## src/dpc_pkg.sv

```systemverilog
package dpc_pkg;
  // ------------------------------------------------------------
  // geometry
  // ------------------------------------------------------------
  localparam int DPC_POTS = 2;          // two potentiometers
  localparam int DPC_SLOTS = 4;         // nonvolatile slots per pot
  localparam int DPC_TAPS = 256;        // taps per pot
  // device type code, value is arbitrary
  localparam logic [3:0] DPC_TYPE_CODE = 4'ha;
  // instruction opcodes (upper nibble of instruction byte)
  localparam logic [3:0] DPC_OP_RD_WIPER = 4'h9;
  localparam logic [3:0] DPC_OP_WR_WIPER = 4'ha;
  localparam logic [3:0] DPC_OP_RD_SLOT = 4'hb;
  localparam logic [3:0] DPC_OP_WR_SLOT = 4'hc;
  localparam logic [3:0] DPC_OP_SLOT_TO_WIPER = 4'hd;
  localparam logic [3:0] DPC_OP_WIPER_TO_SLOT = 4'he;
  // reset values
  localparam logic [7:0] DPC_SLOT_RST = 8'h80;
  localparam logic [7:0] DPC_WIPER_RST = 8'h00;
  // ------------------------------------------------------------
  // timing
  // ------------------------------------------------------------
  localparam int DPC_CLK_MHZ = 200;
  localparam int DPC_NVWRITE_US = 5000;  // 5 ms write cycle
  localparam int DPC_NVWRITE_CYC = DPC_NVWRITE_US * DPC_CLK_MHZ;

  // ------------------------------------------------------------
  // types
  // ------------------------------------------------------------
  typedef struct packed {
    logic scl;      // serial clock in
    logic sda_in;   // sampled data line
  } dpc_bus_in_t;

  typedef struct packed {
    logic sda_out;  // always 0 when driving (open drain)
    logic sda_oe;   // high while pulling the line low
  } dpc_bus_out_t;

  typedef enum logic [2:0] {
    DPC_IDLE, DPC_ADDR, DPC_INSTR, DPC_DATA, DPC_SEND, DPC_IGNORE
  } dpc_state_t;
endpackage

```

## src/dpc_ctrl.sv

```systemverilog
module dpc_ctrl
  import dpc_pkg::*;
#(
  parameter int NVWRITE_CYC = DPC_NVWRITE_CYC
) (
  // clock and reset
  input wire logic mclk,
  input wire logic rst,
  // serial link
  input wire dpc_bus_in_t bus_in,
  output dpc_bus_out_t bus_out,
  // straps and guard
  input wire logic [3:0] address_strap_pins,
  input wire logic write_guard_n,
  // potentiometer taps, one-hot per pot
  output logic [DPC_TAPS-1:0] tap_sel0,
  output logic [DPC_TAPS-1:0] tap_sel1,
  // status
  output logic nv_busy
);

  // ------------------------------------------------------------
  // storage
  // ------------------------------------------------------------
  logic [7:0] wiper_position_reg [DPC_POTS];     // volatile wipers
  logic [7:0] slot_mem [DPC_POTS][DPC_SLOTS];    // nonvolatile slots
  logic recall_done;                             // power-up recall flag

  // ------------------------------------------------------------
  // line edge detection
  // ------------------------------------------------------------
  logic scl_q, sda_q;
  logic scl_rise, scl_fall, start_c, stop_c;
  assign scl_rise = bus_in.scl & ~scl_q;
  assign scl_fall = ~bus_in.scl & scl_q;
  // start / stop while clock high
  assign start_c = bus_in.scl & scl_q & sda_q & ~bus_in.sda_in;
  assign stop_c = bus_in.scl & scl_q & ~sda_q & bus_in.sda_in;

  // previous line levels
  always_ff @(posedge mclk or posedge rst) begin
    if (rst) begin
      scl_q <= 1'b1;
      sda_q <= 1'b1;
    end else begin
      scl_q <= bus_in.scl;
      sda_q <= bus_in.sda_in;
    end
  end

  // ------------------------------------------------------------
  // byte engine
  // ------------------------------------------------------------
  dpc_state_t state;
  logic [7:0] shreg;       // incoming shift register
  logic [3:0] bitcnt;      // 0..9, 8 is the ack slot, 9 after the ninth clock
  logic [7:0] instr;       // latched instruction byte
  logic [7:0] txbyte;      // outgoing data
  logic ack_drive;         // pull low during ack slot
  logic tx_drive;          // pull low for a zero data bit
  logic master_nack;       // master declined further bytes
  logic nv_pending;        // slot write waiting for stop
  logic [31:0] nv_cnt;     // write cycle countdown
  logic [7:0] rx_byte;
  assign rx_byte = {shreg[6:0], bus_in.sda_in};

  // decoded instruction fields
  logic [3:0] op;
  logic [1:0] slot;
  logic pot;
  assign op = instr[7:4];
  assign slot = {instr[3], instr[2]};  // slot_select_high, _low
  assign pot = instr[0];

  // read data for the current instruction
  logic [7:0] rd_val;
  always_comb begin
    rd_val = wiper_position_reg[pot];
    if (op == DPC_OP_RD_SLOT) begin
      rd_val = slot_mem[pot][slot];
    end
  end

  // identification byte check, valid once eight bits are in
  logic id_match;  // type code, strap address, not busy
  logic addr_hit;  // address check kept for the ninth clock
  logic rd_op;     // latched instruction is a read
  // low address bits come from the strap pins
  // type code high nibble, address low nibble
  // a busy device does not answer its address
  assign id_match = shreg[7:4] == DPC_TYPE_CODE &&
                    shreg[3:0] == address_strap_pins && !nv_busy;
  assign rd_op = op == DPC_OP_RD_WIPER || op == DPC_OP_RD_SLOT;

  // protocol state machine; a start always restarts decoding
  // bitcnt: 0..7 data bits, 8 ack slot, 9 ninth clock seen
  always_ff @(posedge mclk or posedge rst) begin
    if (rst) begin
      state <= DPC_IDLE;
      shreg <= 8'h00;
      bitcnt <= 4'h0;
      instr <= 8'h00;
      master_nack <= 1'b0;
      addr_hit <= 1'b0;
    end else if (start_c) begin
      state <= DPC_ADDR;
      bitcnt <= 4'h0;
    end else if (stop_c) begin
      state <= DPC_IDLE;
      bitcnt <= 4'h0;
    end else if (scl_rise) begin
      if (bitcnt == 4'h8) begin
        // ninth clock: master answer during a read
        master_nack <= bus_in.sda_in;
        bitcnt <= 4'h9;
      end else if (bitcnt < 4'h8) begin
        bitcnt <= bitcnt + 4'h1;
        if (state != DPC_SEND) begin
          shreg <= rx_byte;
        end
      end
    end else if (scl_fall && bitcnt == 4'h8) begin
      // eighth bit complete, ack slot opens
      if (state == DPC_ADDR) begin
        // go on only after a matching address
        addr_hit <= id_match;
      end else if (state == DPC_INSTR) begin
        instr <= shreg;
      end
    end else if (scl_fall && bitcnt == 4'h9) begin
      // ninth clock over, choose the next phase
      bitcnt <= 4'h0;
      case (state)
        DPC_ADDR: state <= addr_hit ? DPC_INSTR : DPC_IGNORE;
        DPC_INSTR: begin
          if (rd_op) begin
            state <= DPC_SEND;
          end else if (op == DPC_OP_WR_WIPER ||
                       op == DPC_OP_WR_SLOT) begin
            state <= DPC_DATA;
          end else begin
            state <= DPC_IGNORE;
          end
        end
        DPC_DATA: state <= DPC_IGNORE;  // one data byte only
        DPC_SEND: state <= master_nack ? DPC_IGNORE : DPC_SEND;
        default: state <= DPC_IGNORE;
      endcase
    end
  end

  // ------------------------------------------------------------
  // open-drain output
  // ------------------------------------------------------------
  // outgoing bit changes only after falling edge
  always_ff @(posedge mclk or posedge rst) begin
    if (rst) begin
      ack_drive <= 1'b0;
      tx_drive <= 1'b0;
      txbyte <= 8'h00;
    end else if (start_c || stop_c) begin
      ack_drive <= 1'b0;
      tx_drive <= 1'b0;
    end else if (scl_fall) begin
      ack_drive <= 1'b0;
      tx_drive <= 1'b0;
      if (bitcnt == 4'h8) begin
        // receiver acks; a sender leaves the line to the master
        if (state == DPC_ADDR) begin
          // no ack to address while write cycle runs
          ack_drive <= id_match;
        end else if (state == DPC_INSTR || state == DPC_DATA) begin
          ack_drive <= 1'b1;
        end
      end else if (bitcnt == 4'h9) begin
        // first bit of a read byte goes out now
        if ((state == DPC_INSTR && rd_op) ||
            (state == DPC_SEND && !master_nack)) begin
          txbyte <= rd_val;
          tx_drive <= ~rd_val[7];
        end
      end else if (state == DPC_SEND && bitcnt != 4'h0) begin
        tx_drive <= ~txbyte[3'(4'h7 - bitcnt)];
      end
    end
  end

  // only pull low, never drive high
  always_ff @(posedge mclk or posedge rst) begin
    if (rst) begin
      bus_out <= '0;
    end else begin
      bus_out.sda_out <= 1'b0;
      bus_out.sda_oe <= ack_drive || tx_drive;
    end
  end

  // ------------------------------------------------------------
  // register writes and nonvolatile cycle
  // ------------------------------------------------------------
  // wipers and slots per pot; recall after reset
  always_ff @(posedge mclk or posedge rst) begin
    if (rst) begin
      for (int p = 0; p < DPC_POTS; p++) begin
        wiper_position_reg[p] <= DPC_WIPER_RST;
        for (int s = 0; s < DPC_SLOTS; s++) begin
          slot_mem[p][s] <= DPC_SLOT_RST;
        end
      end
      recall_done <= 1'b0;
      nv_pending <= 1'b0;
    end else begin
      if (!recall_done) begin
        recall_done <= 1'b1;
        for (int p = 0; p < DPC_POTS; p++) begin
          wiper_position_reg[p] <= slot_mem[p][0];
        end
      end
      if (state == DPC_DATA && scl_fall && bitcnt == 4'h8) begin
        if (op == DPC_OP_WR_WIPER) begin
          wiper_position_reg[pot] <= shreg;
        end else if (write_guard_n) begin
          slot_mem[pot][slot] <= shreg;
          nv_pending <= 1'b1;
        end
      end
      if (start_c) begin
        nv_pending <= 1'b0;  // no write cycle without stop; the slot keeps the new value
      end else if (stop_c) begin
        nv_pending <= 1'b0;
      end
    end
  end

  // busy for the write cycle after the stop
  always_ff @(posedge mclk or posedge rst) begin
    if (rst) begin
      nv_cnt <= '0;
      nv_busy <= 1'b0;
    end else if (stop_c && nv_pending) begin
      nv_cnt <= 32'(NVWRITE_CYC);
      nv_busy <= 1'b1;
    end else if (nv_cnt > 32'h1) begin
      nv_cnt <= nv_cnt - 32'h1;
    end else begin
      nv_cnt <= '0;
      nv_busy <= 1'b0;
    end
  end

  // ------------------------------------------------------------
  // tap decode
  // ------------------------------------------------------------
  // wiper picks one tap; one-hot from a register
  always_ff @(posedge mclk or posedge rst) begin
    if (rst) begin
      tap_sel0 <= '0;
      tap_sel1 <= '0;
      tap_sel0[0] <= 1'b1;
      tap_sel1[0] <= 1'b1;
    end else begin
      tap_sel0 <= DPC_TAPS'(1) << wiper_position_reg[0];
      tap_sel1 <= DPC_TAPS'(1) << wiper_position_reg[1];
    end
  end

endmodule

```

## config.mk

```make
export PLATFORM = sky130hd
export DESIGN_NAME = dpc_ctrl
export DESIGN_NICKNAME = d
export VERILOG_FILES = /design/src/dpc_pkg.sv /design/src/dpc_ctrl.sv
export SDC_FILE = /design/constraint.sdc
export NUM_CORES = 1
export LEC_CHECK = 0
export BUFFER_PORTS_ARGS = -buffer_cell sky130_fd_sc_hd__buf_2
export CAP_MARGIN = 10
export CORE_ASPECT_RATIO = 0.8
export CORE_MARGIN = 1
export CORE_UTILIZATION = 35
export CTS_BUF_LIST = sky130_fd_sc_hd__clkbuf_8
export CTS_CLUSTER_SIZE = 16
export DETAILED_ROUTE_END_ITERATION = 6
export PLACE_DENSITY = 0.57
export SLEW_MARGIN = 15
export SYNTH_ARGS = -nofsm -noshare
export SYNTH_HDL_FRONTEND = slang
export SYNTH_SLANG_ARGS = --single-unit
```

## constraint.sdc

```tcl
create_clock -name mclk -period 31.9 [get_ports mclk]
set_input_delay 7.975 -clock mclk [delete_from_list [all_inputs] [get_ports mclk]]
set_output_delay 7.975 -clock mclk [all_outputs]
set_load 0.02 [all_outputs]
```

-- Word-level counts from Yosys, hierarchy flattened
Cells that the tools add are included.
- flip-flop bits (word level): 665
- latch bits: 0
- RAM bits: 0
- bits in read-only memories: 0
- input port bits: 9
- output and inout port bits: 515
- word-level logic and storage cells: 176
- memories: 0
- add/sub/neg operators: 3
- $mul: 0
- divide/modulo/power cells: 0
- magnitude comparators: 7
- equality and inequality tests: 19
- shift-type cells: 2
- multiplexer cells: 60
- bitwise logic cells: 22
- reductions and logical operators: 35
- operator list (operator ; count):
    1-bit by 8-bit left shift with 256-bit output (first input constant) ; 2
    32-bit 2-to-1 mux ; 6
    64-bit bitwise mux ; 1
    8-bit 2-to-1 mux ; 8
    16-bit 2-to-1 mux ; 3
    32-bit demux with 1-bit select ; 1
    32-bit by 1-bit greater-than comparator with 1-bit output (second input constant) ; 1
    32-bit by 1-bit subtractor with 32-bit output (second input constant) ; 1
    4-bit == test (second input constant) ; 7
    4-bit 2-to-1 mux ; 7
    3-bit 2-to-1 mux ; 8
    1-bit 2-to-1 mux ; 20
    8-bit binary-select mux with 2-bit select ; 1
    16-bit bitwise mux ; 1
    8-bit demux with 2-bit select ; 1
    1-bit NOT ; 13
    1-bit logical AND ; 12
    3-bit AND reduction ; 4
    6-bit AND reduction ; 2
    5-bit AND reduction ; 2
    3-bit != test (second input constant) ; 3
    3-bit one-hot mux with 3 select lines ; 1
    3-bit nonzero test ; 3
    8-bit demux with 1-bit select ; 1
    25 further kinds ; 39

-- Longest topological paths before layout
Gate-level depths: netlist (run 1).
- depth in word-level cells: 14
- depth in mapped cells: 10
- gate-level depth less buffers: 7

-- Least setup slack after synthesis (run 1)
No wires, ideal clock.
- path kind: input-to-reg
- from: in bus_in[1] (netlist name)
- to: reg slot_mem[16] (netlist name)
- library setup time: 0.125 ns
- arrival time: 9.252 ns
- data required time: 31.775 ns
- setup slack: 22.523 ns
- cell stages on the path: 6
- path buffers: 1
- cell sequence: nor2b_1 -> o2111a_1 -> and3b_1 -> nor2b_1 -> buf_4 -> mux2_2
- word-level cells in the longest chain between the ends: 5
- RTL lines (item ; RTL line ; source):
    start: declaration ; dpc_ctrl.sv:10 ; input wire dpc_bus_in_t bus_in,
    1-bit NOT ; dpc_ctrl.sv:35 ; assign scl_fall = ~bus_in.scl & scl_q;
    1-bit AND ; dpc_ctrl.sv:35 ;
    1-bit logical AND (2 in series) ; dpc_ctrl.sv:219 ; if (state == DPC_DATA && scl_fall && bitcnt == 4'h8) begin
    3-bit AND reduction (no source line) ; -- ;
    end signal: indexed assignment ; dpc_ctrl.sv:223 ; slot_mem[pot][slot] <= shreg;
    end: declaration ; dpc_ctrl.sv:26 ; logic [7:0] slot_mem [DPC_POTS][DPC_SLOTS];
No other way between the ends.
A chain may end at the register's enable or synchronous reset.

==> results of run 1 <==
==> power breakdown <==
group / total (mW) / switching (mW) / internal (mW) / leakage, nW
sequential: 0.897 / 0.0412 / 0.855 / 9.15
combinational: 0.0594 / 0.0370 / 0.0224 / 4.84
clock: 0.739 / 0.342 / 0.397 / 1.25
total: 1.69 / 0.420 / 1.28 / 15.2
==> worst max path at each step <==
stage,startpoint,endpoint
5_1_grt,rst,tap_sel0[200]
6_report,rst,tap_sel0[213]
4_1_cts,rst,tap_sel0[167]
3_5_place_dp,rst,tap_sel0[140]
3_3_place_gp,rst,tap_sel0[27]
2_1_floorplan,rst,ack_drive
==> cell families after synthesis <==
family | Yosys count | share of synthesized area (%)
flops | 664 | 71.8
buf+inv | 126 | 2.22
fa+ha+maj | 5 | 0.270
mux | 127 | 6.17
compound gates | 108 | 3.02
xor+xnor | 27 | 1.02
other cells | 2 | 0.0324
simple gates | 831 | 15.5
==> critical path, delay by kind of cell <==
kind	cells	cell delay [ps]
buffers and inverters	5	3060
==> synthesized netlist by cell type (all sizes together) (6+ instances only) <==
| library cell | count |
|---|---|
| dfrtp | 652 |
| or2 | 7 |
| mux2i | 37 |
| xor2 | 13 |
| nand4 | 11 |
| a21oi | 30 |
| or3 | 7 |
| xnor2 | 14 |
| nand3 | 34 |
| nor4 | 9 |
| dfstp | 12 |
| nand2 | 100 |
| nor2 | 578 |
| nor2b | 23 |
| mux2 | 86 |
| nand2b | 13 |
| buf | 16 |
| a221oi | 6 |
| clkbuf | 96 |
| o21ai | 30 |
| nor3 | 18 |
| inv | 14 |
| or4 | 6 |
| a22o | 7 |
==> layer usage <==
metal | GRT usage (%) | share of wire, % | up-vias
li1 | - | - | 7164
met1 | 27.5 | 42 | 8411
met2 | 33.0 | 49 | 599
met3 | 3.85 | 5.8 | 135
met4 | 7.74 | 3.3 | 0
met5 | 0 | 0 | -
==> through the flow <==
stage	hold WS, ps	instances	instance area (sq um)	setup slack [ps]	utilization, %
after floorplan	437	1890	23200	5340	-
after global placement	461	3160	26500	20440	40.9
after detailed placement	467	3160	26500	20330	40.9
after CTS	466	3349	28700	21120	44.2
after global routing	485	3351	28700	20600	44.2
final	462	3351	28700	21130	44.2
==> final cells by class <==
class | instances | area, sq um | area share (%)
clock inverters | 65 | 467 | 1.63
clock buffers | 124 | 1710 | 5.95
repair buffers | 532 | 2700 | 9.42
flip-flops and latches | 664 | 16600 | 58.0
inverters | 14 | 60.1 | 0.210
diodes | 2 | 5.00 | 0.0175
well taps | 850 | 1060 | 3.71
multi-input cells | 1100 | 6030 | 21.0
==> run_results.csv, run 1 <==
group,metric,value,unit
run_status,status,"finished clean",
sta,rsz0062_at_grt,"false",
sta,hold_viol,0,
route,drc_errors,0,
critical_path,crit_type,"input pin to async pin",
power_and_ir_drop,total_power,1.69,mW
floorplanning,fp.dieW,290,um
clock_network,numCtsBuffers,103,
finish,layout-drive-gt1-share,32.5,%
floorplanning,start_util,35.8,%
sta,setup_viol,0,
route,antenna_left,0,
sta,finalSetupTns,0,ps
synth,synth_area,23200,sq um
grt,grt_overflow,0,
sta,fmax,92.8,MHz
clock_network,cts_tree,"done",
place,routabilityCongestion,0.875,
sta,layout_min_cycle_time,10770,ps
critical_path,reg2reg_setup_slack,29170,ps
route,finalWirelength,69500,um
clock_network,post_cts_resized,0,
critical_path,rr_endpoint,"slot_mem[16]",
critical_path,worstPathRequired,32590,ps
synth,yosys-top-cells-area,"dfrtp_1 70%, nor2_1 9.3%, mux2_2 4.2%",
route,via_per_inst,4.87,
finish,final_common_cell,"dfrtp_1",
critical_path,critPathSlowestCell,"buf_4",
critical_path,crit_top_cell,"buf_4",
floorplanning,num_rows,83,
synth,synth_top_cell_by_area,"dfrtp_1",
power_and_ir_drop,peakVddDrop,0.0289,mV
synth,synth_ff_type,"dfrtp_1",
critical_path,reg2reg_from,"bitcnt[0]",
synth,syn_inst,1890,
min_path,min_from,"ack_drive",
synth,synth-edff-count,0,
min_path,hold_end,"bus_out[0]",
critical_path,cp-start-kind,"input pin",
synth,yosys.cell_types.count,72,
place,hpwlAfterDp,49100,um
grt,antenna_found_initial,2,
synth,ys_warn_count,0,
sta,relSlewSlack,33.1,%
min_path,holdPathStages,1,
job,max_cap_violations,0,
clock_network,cts_hold_buf,0,
grt,grt_max_degree,143,
clock_network,htree_levels,3,
grt,grt_pass1_vias,16300,
sta,fin_crit_sh,33.8,%
critical_path,cp.arrival,11470,ps
floorplanning,chipHeight,232,um
critical_path,crit_path_end_kind,"async pin",
min_path,hold_class,"register to register",
clock_network,cts_buffer_depth,3,
power_and_ir_drop,p_leak,15.2,nW
clock_network,cts_root_buf,"clkbuf_8",
critical_path,cp_max_fo,142,
synth,synth_top_area_share,70.4,%
clock_network,clk_latency,720,ps
floorplanning,design.portCount,524,
finish,mostFrequentLayoutCells,"652 x dfrtp_1, 575 x nor2_1, 522 x buf_2",
power_and_ir_drop,power.density,59.1,nW/um^2
sta,slew_viol_final,0,
floorplanning,dieArea,67200,sq um
synth,avgSynthCellArea,12.3,sq um
finish,reg_top3,"tap_sel0 x256, tap_sel1 x256, slot_mem x64",
synth,async_reset_ff_share,100,%
floorplanning,coreArea,64800,sq um
finish,fin_nets,2429,
grt,grt_pass1_wl,103000,um
route,drtIter0Drc,1160,
critical_path,cpPeakStageDelay,900,ps
critical_path,worstRegToRegCells,5,
place,port_buffers,522,
clock_network,clkTransAtPathRegs,60,ps
route,drt-wirelength-per-cell,20.7,um
sta,tightest_slew,1000,ps
grt,track_usage,20.5,%
clock_network,cts_sinks,664,
synth,ys_ff_latch,664,
clock_network,post-cts-setup-buffer-count,0,
sta,fin_worst_skew,38.3,ps
synth,ys_seq_area_share,71.8,%
route,firstDrtPassIters,5,
critical_path,crit_chain,"buf_2 -> inv_8 -> buf_12 -> buf_4 -> buf_4",
finish,fillCellCount,6094,
synth,syn-num-nets,1904,
route,vias,16300,
finish,area_delta_synth_final,23.7,%
Note: power is estimated with default switching activity, not from simulation.
==> run 2: changes to the inputs <==
- PLACE_DENSITY: 0.57 -> 0.59
- clock period: 31.9 -> 9.8 ns (I/O delays scaled with it)
==> run 2 against run 1 <==
  * Final cell count is essentially flat
  * Largest power group unchanged
  * Critical path type is now input pin to register
  * Register-to-register slack worse by 22000 ps
  * Largest cell class unchanged
  * Global-route usage shrank 0.25 points
==> run_results.csv, run 2 (synthesis results as in run 1) <==
group,metric,value,unit
grt,grt_pass1_wl,102000,um
min_path,hold_class,"register to register",
sta,fin_crit_sh,40.5,%
critical_path,cp_max_fo,10,
clock_network,clk_latency,690,ps
clock_network,cts_sinks,664,
sta,finalSetupTns,0,ps
sta,layout_min_cycle_time,3970,ps
clock_network,cts_buffer_depth,3,
route,via_per_inst,4.86,
sta,slew_viol_final,0,
critical_path,worstPathRequired,10360,ps
finish,layout-drive-gt1-share,32.1,%
floorplanning,fp.dieW,290,um
critical_path,critPathSlowestCell,"nor2b_1",
sta,hold_viol,0,
critical_path,critical-path-top-delay-family,"simple AND/OR/NAND/NOR gates",
place,hpwlAfterDp,48500,um
power_and_ir_drop,power.density,191,nW/um^2
grt,grt_max_degree,185,
clock_network,post_cts_resized,0,
sta,setup_viol,0,
sta,relSlewSlack,27.4,%
finish,area_delta_synth_final,23.6,%
finish,stdcell_count,3349,
grt,grt_overflow,0,
place,routabilityCongestion,0.852,
floorplanning,coreArea,64800,sq um
clock_network,post-cts-setup-buffer-count,0,
grt,antenna_found_initial,3,
power_and_ir_drop,p_leak,15.3,nW
clock_network,htree_levels,3,
critical_path,worstRegToRegCells,5,
sta,fin_worst_skew,33.0,ps
clock_network,clkTransAtPathRegs,60,ps
critical_path,crit_top_cell,"nor2b_1",
floorplanning,chipHeight,232,um
power_and_ir_drop,peakVddDrop,0.125,mV
job,max_cap_violations,0,
route,vias,16300,
clock_network,cts_tree,"done",
min_path,holdPathStages,1,
clock_network,numCtsBuffers,101,
finish,reg_top3,"tap_sel0 x256, tap_sel1 x256, slot_mem x64",
floorplanning,start_util,35.8,%
sta,fmax,252,MHz
route,drc_errors,0,
route,drt-wirelength-per-cell,20.7,um
clock_network,cts_root_buf,"clkbuf_8",
sta,holdWs,468,ps
route,drtIter0Drc,1035,
route,antenna_left,0,
critical_path,crit_type,"input pin to register",
critical_path,crit_path_end_kind,"register",
place,port_buffers,522,
run_status,status,"finished clean",
place,placed_cells,3159,
grt,grt_pass1_vias,16200,
critical_path,cpPeakStageDelay,610,ps
floorplanning,num_rows,83,
route,firstDrtPassIters,5,
grt,track_usage,20.3,%
floorplanning,design.portCount,524,
min_path,hold_end,"bus_out[0]",
finish,fin_util,44.2,%
sta,tightest_slew,1090,ps
sta,rsz0062_at_grt,"false",
min_path,min_from,"tx_drive",
route,finalWirelength,69300,um
critical_path,crit_chain,"buf_2 -> nor2b_1 -> o2111a_1 -> and3b_1 -> nor2b_1 -> mux2_2",
finish,final_common_cell,"dfrtp_1",
critical_path,cp.arrival,4530,ps
critical_path,reg2reg_from,"bitcnt[0]",
critical_path,reg2reg_setup_slack,7090,ps
finish,fin_nets,2426,
floorplanning,dieArea,67200,sq um
clock_network,cts_hold_buf,0,
critical_path,cp-start-kind,"input pin",
finish,mostFrequentLayoutCells,"652 x dfrtp_1, 575 x nor2_1, 522 x buf_2",
critical_path,rr_endpoint,"slot_mem[21]",
critical_path,cp.buffers_inverters,1,
[run 2: cell count changes in the layout (fill, tap and decap cells not counted)]
| cell | before | now |
|---|---|---|
| inv_8 | 1 | 2 |
| clkinv_8 | 0 | 1 |
| clkinv_2 | 17 | 8 |
| buf_4 | 9 | 6 |
| clkinvlp_4 | 3 | 1 |
| inv_16 | 1 | 0 |
| inv_1 | 48 | 57 |
| clkinv_4 | 0 | 1 |
| buf_12 | 1 | 3 |
| bufinv_16 | 5 | 4 |
[run 2: power breakdown]
| part | switching [mW] | internal [mW] | total [mW] | leakage, nW |
|---|---|---|---|---|
| Sequential | 0.134 | 2.78 | 2.92 | 9.15 |
| Combinational | 0.122 | 0.0741 | 0.196 | 4.84 |
| Clock | 1.10 | 1.26 | 2.36 | 1.26 |
[run 2: layout make-up]
cell class                 instances  area [sq um]
fill                            6061         36200
sequential                       664         16600
multi-input combinational       1100          6030
timing repair buffer             531          2720
clock buffer                     124          1710
tap                              850          1060
clock inverter                    64           430
inverter                          14          56.3
antenna                            2          5.00
[run 2: stage by stage]
stage | total power, mW | instance area, sq um | setup WS [ps]
2_1_floorplan | 3.07 | 23200 | -1720
3_3_place_gp | 3.16 | 26500 | 5260
3_5_place_dp | 3.17 | 26500 | 5160
4_1_cts | 5.53 | 28600 | 5860
5_1_grt | 5.69 | 28600 | 5720
6_report | 5.47 | 28600 | 5830
[run 2: metal layers]
layer | up-vias | global-route usage [%] | part of all wire, %
li1 | 7167 | - | -
met1 | 8357 | 27.1 | 42
met2 | 608 | 32.8 | 49
met3 | 147 | 3.78 | 5.7
met4 | 2 | 7.46 | 3.2
met5 | - | 0 | 0.019
[run 2: worst max path at each step]
stage	startpoint	endpoint	slack, ps	cells after the start
after floorplan	rst	ack_drive	-1720	1
after global placement	bus_in[1]	slot_mem[19]	5260	6
after detailed placement	bus_in[1]	slot_mem[20]	5160	6
after CTS	tap_sel1[0]	tap_sel1[0]	5860	1
after global routing	bus_in[1]	slot_mem[16]	5720	6
final	bus_in[1]	slot_mem[21]	5830	6
[run 2: worst register-to-register path: cells and delay by family (launching register included)]
kind / cells / cell delay [ps]
AO/OA/AOI/OAI: 1 / 320
flip-flops: 1 / 540
multiplexers: 1 / 410
AND/OR/NAND/NOR: 3 / 1340
==> run 3: changes to the inputs <==
- clock period: 9.8 -> 3.51 ns (I/O delays scaled with it)
==> run 3 against run 2 <==
  * Critical endpoint is now nv_cnt[24]
  * Flip-flop and latch count did not move
  * Highest routed layer is now met4
  * Non-clock buffer count rose by 22
  * Sequential power rose to 2.8 times the previous value
  * Clock power rose to 2.9 times the previous value
  * Clock-buffer cell count rose by 7
  * Utilization rose by 0.48 points
  * Critical path type is now register to register
  * Worst setup slack got worse by 4800 ps
  * Largest cell class unchanged
  * Critical path depth fell by 1
  * Global-route usage barely moved
  * Wire length rose by 0.43%
  * Worst hold slack got worse by 260 ps
==> run_results.csv, run 3 (synthesis results as in run 1) <==
group,metric,value,unit
critical_path,cp.arrival,3000,ps
place,hpwlAfterDp,49500,um
finish,layout-drive-gt1-share,33.0,%
clock_network,post_cts_resized,0,
clock_network,cts_sinks,664,
grt,grt_pass1_vias,16100,
route,drc_errors,0,
sta,fin_worst_skew,49.0,ps
grt,antenna_found_initial,1,
critical_path,crit_chain,"or4_4 -> and4bb_1 -> nand3_4 -> o21ai_4 -> nor2_1",
power_and_ir_drop,power.density,537,nW/um^2
sta,rsz0062_at_grt,"false",
route,drt-wirelength-per-cell,20.7,um
clock_network,htree_levels,3,
power_and_ir_drop,total_power,15.6,mW
critical_path,cp-start-kind,"register",
floorplanning,chipHeight,232,um
critical_path,worstPathRequired,4060,ps
grt,grt_pass1_wl,102000,um
place,placed_cells,3181,
critical_path,cp_max_fo,21,
finish,final_common_cell,"dfrtp_1",
critical_path,critPathSlowestCell,"or4_4",
clock_network,cts_hold_buf,0,
power_and_ir_drop,peakVddDrop,0.342,mV
sta,slew_viol_final,0,
floorplanning,start_util,35.8,%
clock_network,post-cts-setup-buffer-count,0,
route,met3_length,4010,um
finish,mostFrequentLayoutCells,"652 x dfrtp_1, 575 x nor2_1, 522 x buf_2",
power_and_ir_drop,combPwrFrac,3.4,%
power_and_ir_drop,p_sw,3.80,mW
sta,layout_min_cycle_time,2440,ps
sta,hold_viol,0,
route,antenna_left,0,
route,firstDrtPassIters,5,
grt,grt_max_degree,97,
route,top_layer,"met4",
route,finalWirelength,69600,um
clock_network,cts_buffer_depth,3,
sta,finalSetupTns,0,ps
floorplanning,design.portCount,524,
power_and_ir_drop,p_clk_share,44.0,%
power_and_ir_drop,swShare,24.4,%
power_and_ir_drop,internal_power,11.8,mW
finish,stdcell_count,3367,
route,met1_length,29600,um
sta,tightest_slew,1060,ps
grt,grt_overflow,0,
min_path,hold_class,"input pin to async pin",
sta,fin_crit_sh,69.6,%
critical_path,crit_path_end_kind,"register",
sta,fmax,410,MHz
route,vias,16200,
job,max_cap_violations,0,
power_and_ir_drop,power.share.sequential,52.6,%
power_and_ir_drop,p_leak,15.4,nW
floorplanning,num_rows,83,
clock_network,cts_tree,"done",
floorplanning,dieArea,67200,sq um
finish,fin_nets,2450,
clock_network,cts_root_buf,"clkbuf_8",
route,drtIter0Drc,1059,
finish,reg_top3,"tap_sel0 x256, tap_sel1 x256, slot_mem x64",
route,wl_met2,33900,um
floorplanning,fp.dieW,290,um
critical_path,cpPeakStageDelay,560,ps
finish,area_delta_synth_final,24.9,%
critical_path,crit_type,"register to register",
clock_network,numCtsBuffers,103,
sta,relSlewSlack,29.2,%
route,via_per_inst,4.80,
clock_network,clk_latency,700,ps
floorplanning,coreArea,64800,sq um
run_status,status,"finished clean",
grt,track_usage,20.3,%
place,port_buffers,522,
sta,setup_viol,0,
clock_network,clkTransAtPathRegs,60,ps
place,routabilityCongestion,0.877,
run 3: cell type report:
class / count / area, sq um
inverters: 14 / 56.3
repair buffers: 553 / 2930
diodes: 1 / 2.50
clock buffers: 131 / 1800
clock inverters: 54 / 435
fillers: 6026 / 35900
well taps: 850 / 1060
multi-input cells: 1100 / 6030
flip-flops and latches: 664 / 16600
run 3: power by group through the flow:
stage	clock network, mW	logic, mW	registers, mW
floorplan	0	0.552	8.03
global placement	0	0.533	8.31
detailed placement	0	0.547	8.32
CTS	7.03	0.551	8.18
global route	7.37	0.611	8.20
finish	6.84	0.536	8.18
run 3: routing by layer:
metal  GRT usage, %  vias up
met1           27.4     8243
met2           32.8      574
met3           3.52      136
met5              0        -
li1               -     7208
met4           7.31        0
run 3: path summary, 6_finish.rpt:
kind	start	to	slack, ps	cells after the start
max	nv_cnt[14]	nv_cnt[24]	1070	5
min	rst	tap_sel1[249]	210	2
max reg2reg	nv_cnt[14]	nv_cnt[24]	1070	5
min reg2reg	tx_drive	bus_out[0]	460	1
max in group asynchronous	rst	tap_sel0[0]	2250	4
min in group mclk	bus_in[0]	sda_q	380	1
run 3: worst max-delay path, delay by kind of cell, from the launching register on:
family / cells / cell delay (ps)
AO/OA/AOI/OAI: 1 / 510
AND/OR/NAND/NOR: 4 / 1390
flip-flops: 1 / 400
run 3: stage by stage:
| step | hold WS, ps | utilization [%] | instance area [sq um] | worst slack (ps) |
|---|---|---|---|---|
| floorplan | 437 | - | 23200 | -6440 |
| global placement | 461 | 41.2 | 26700 | 774 |
| detailed placement | 473 | 41.2 | 26700 | 732 |
| CTS | 136 | 44.7 | 28900 | 1020 |
| global route | 186 | 44.7 | 29000 | 920 |
| finish | 210 | 44.7 | 29000 | 1070 |
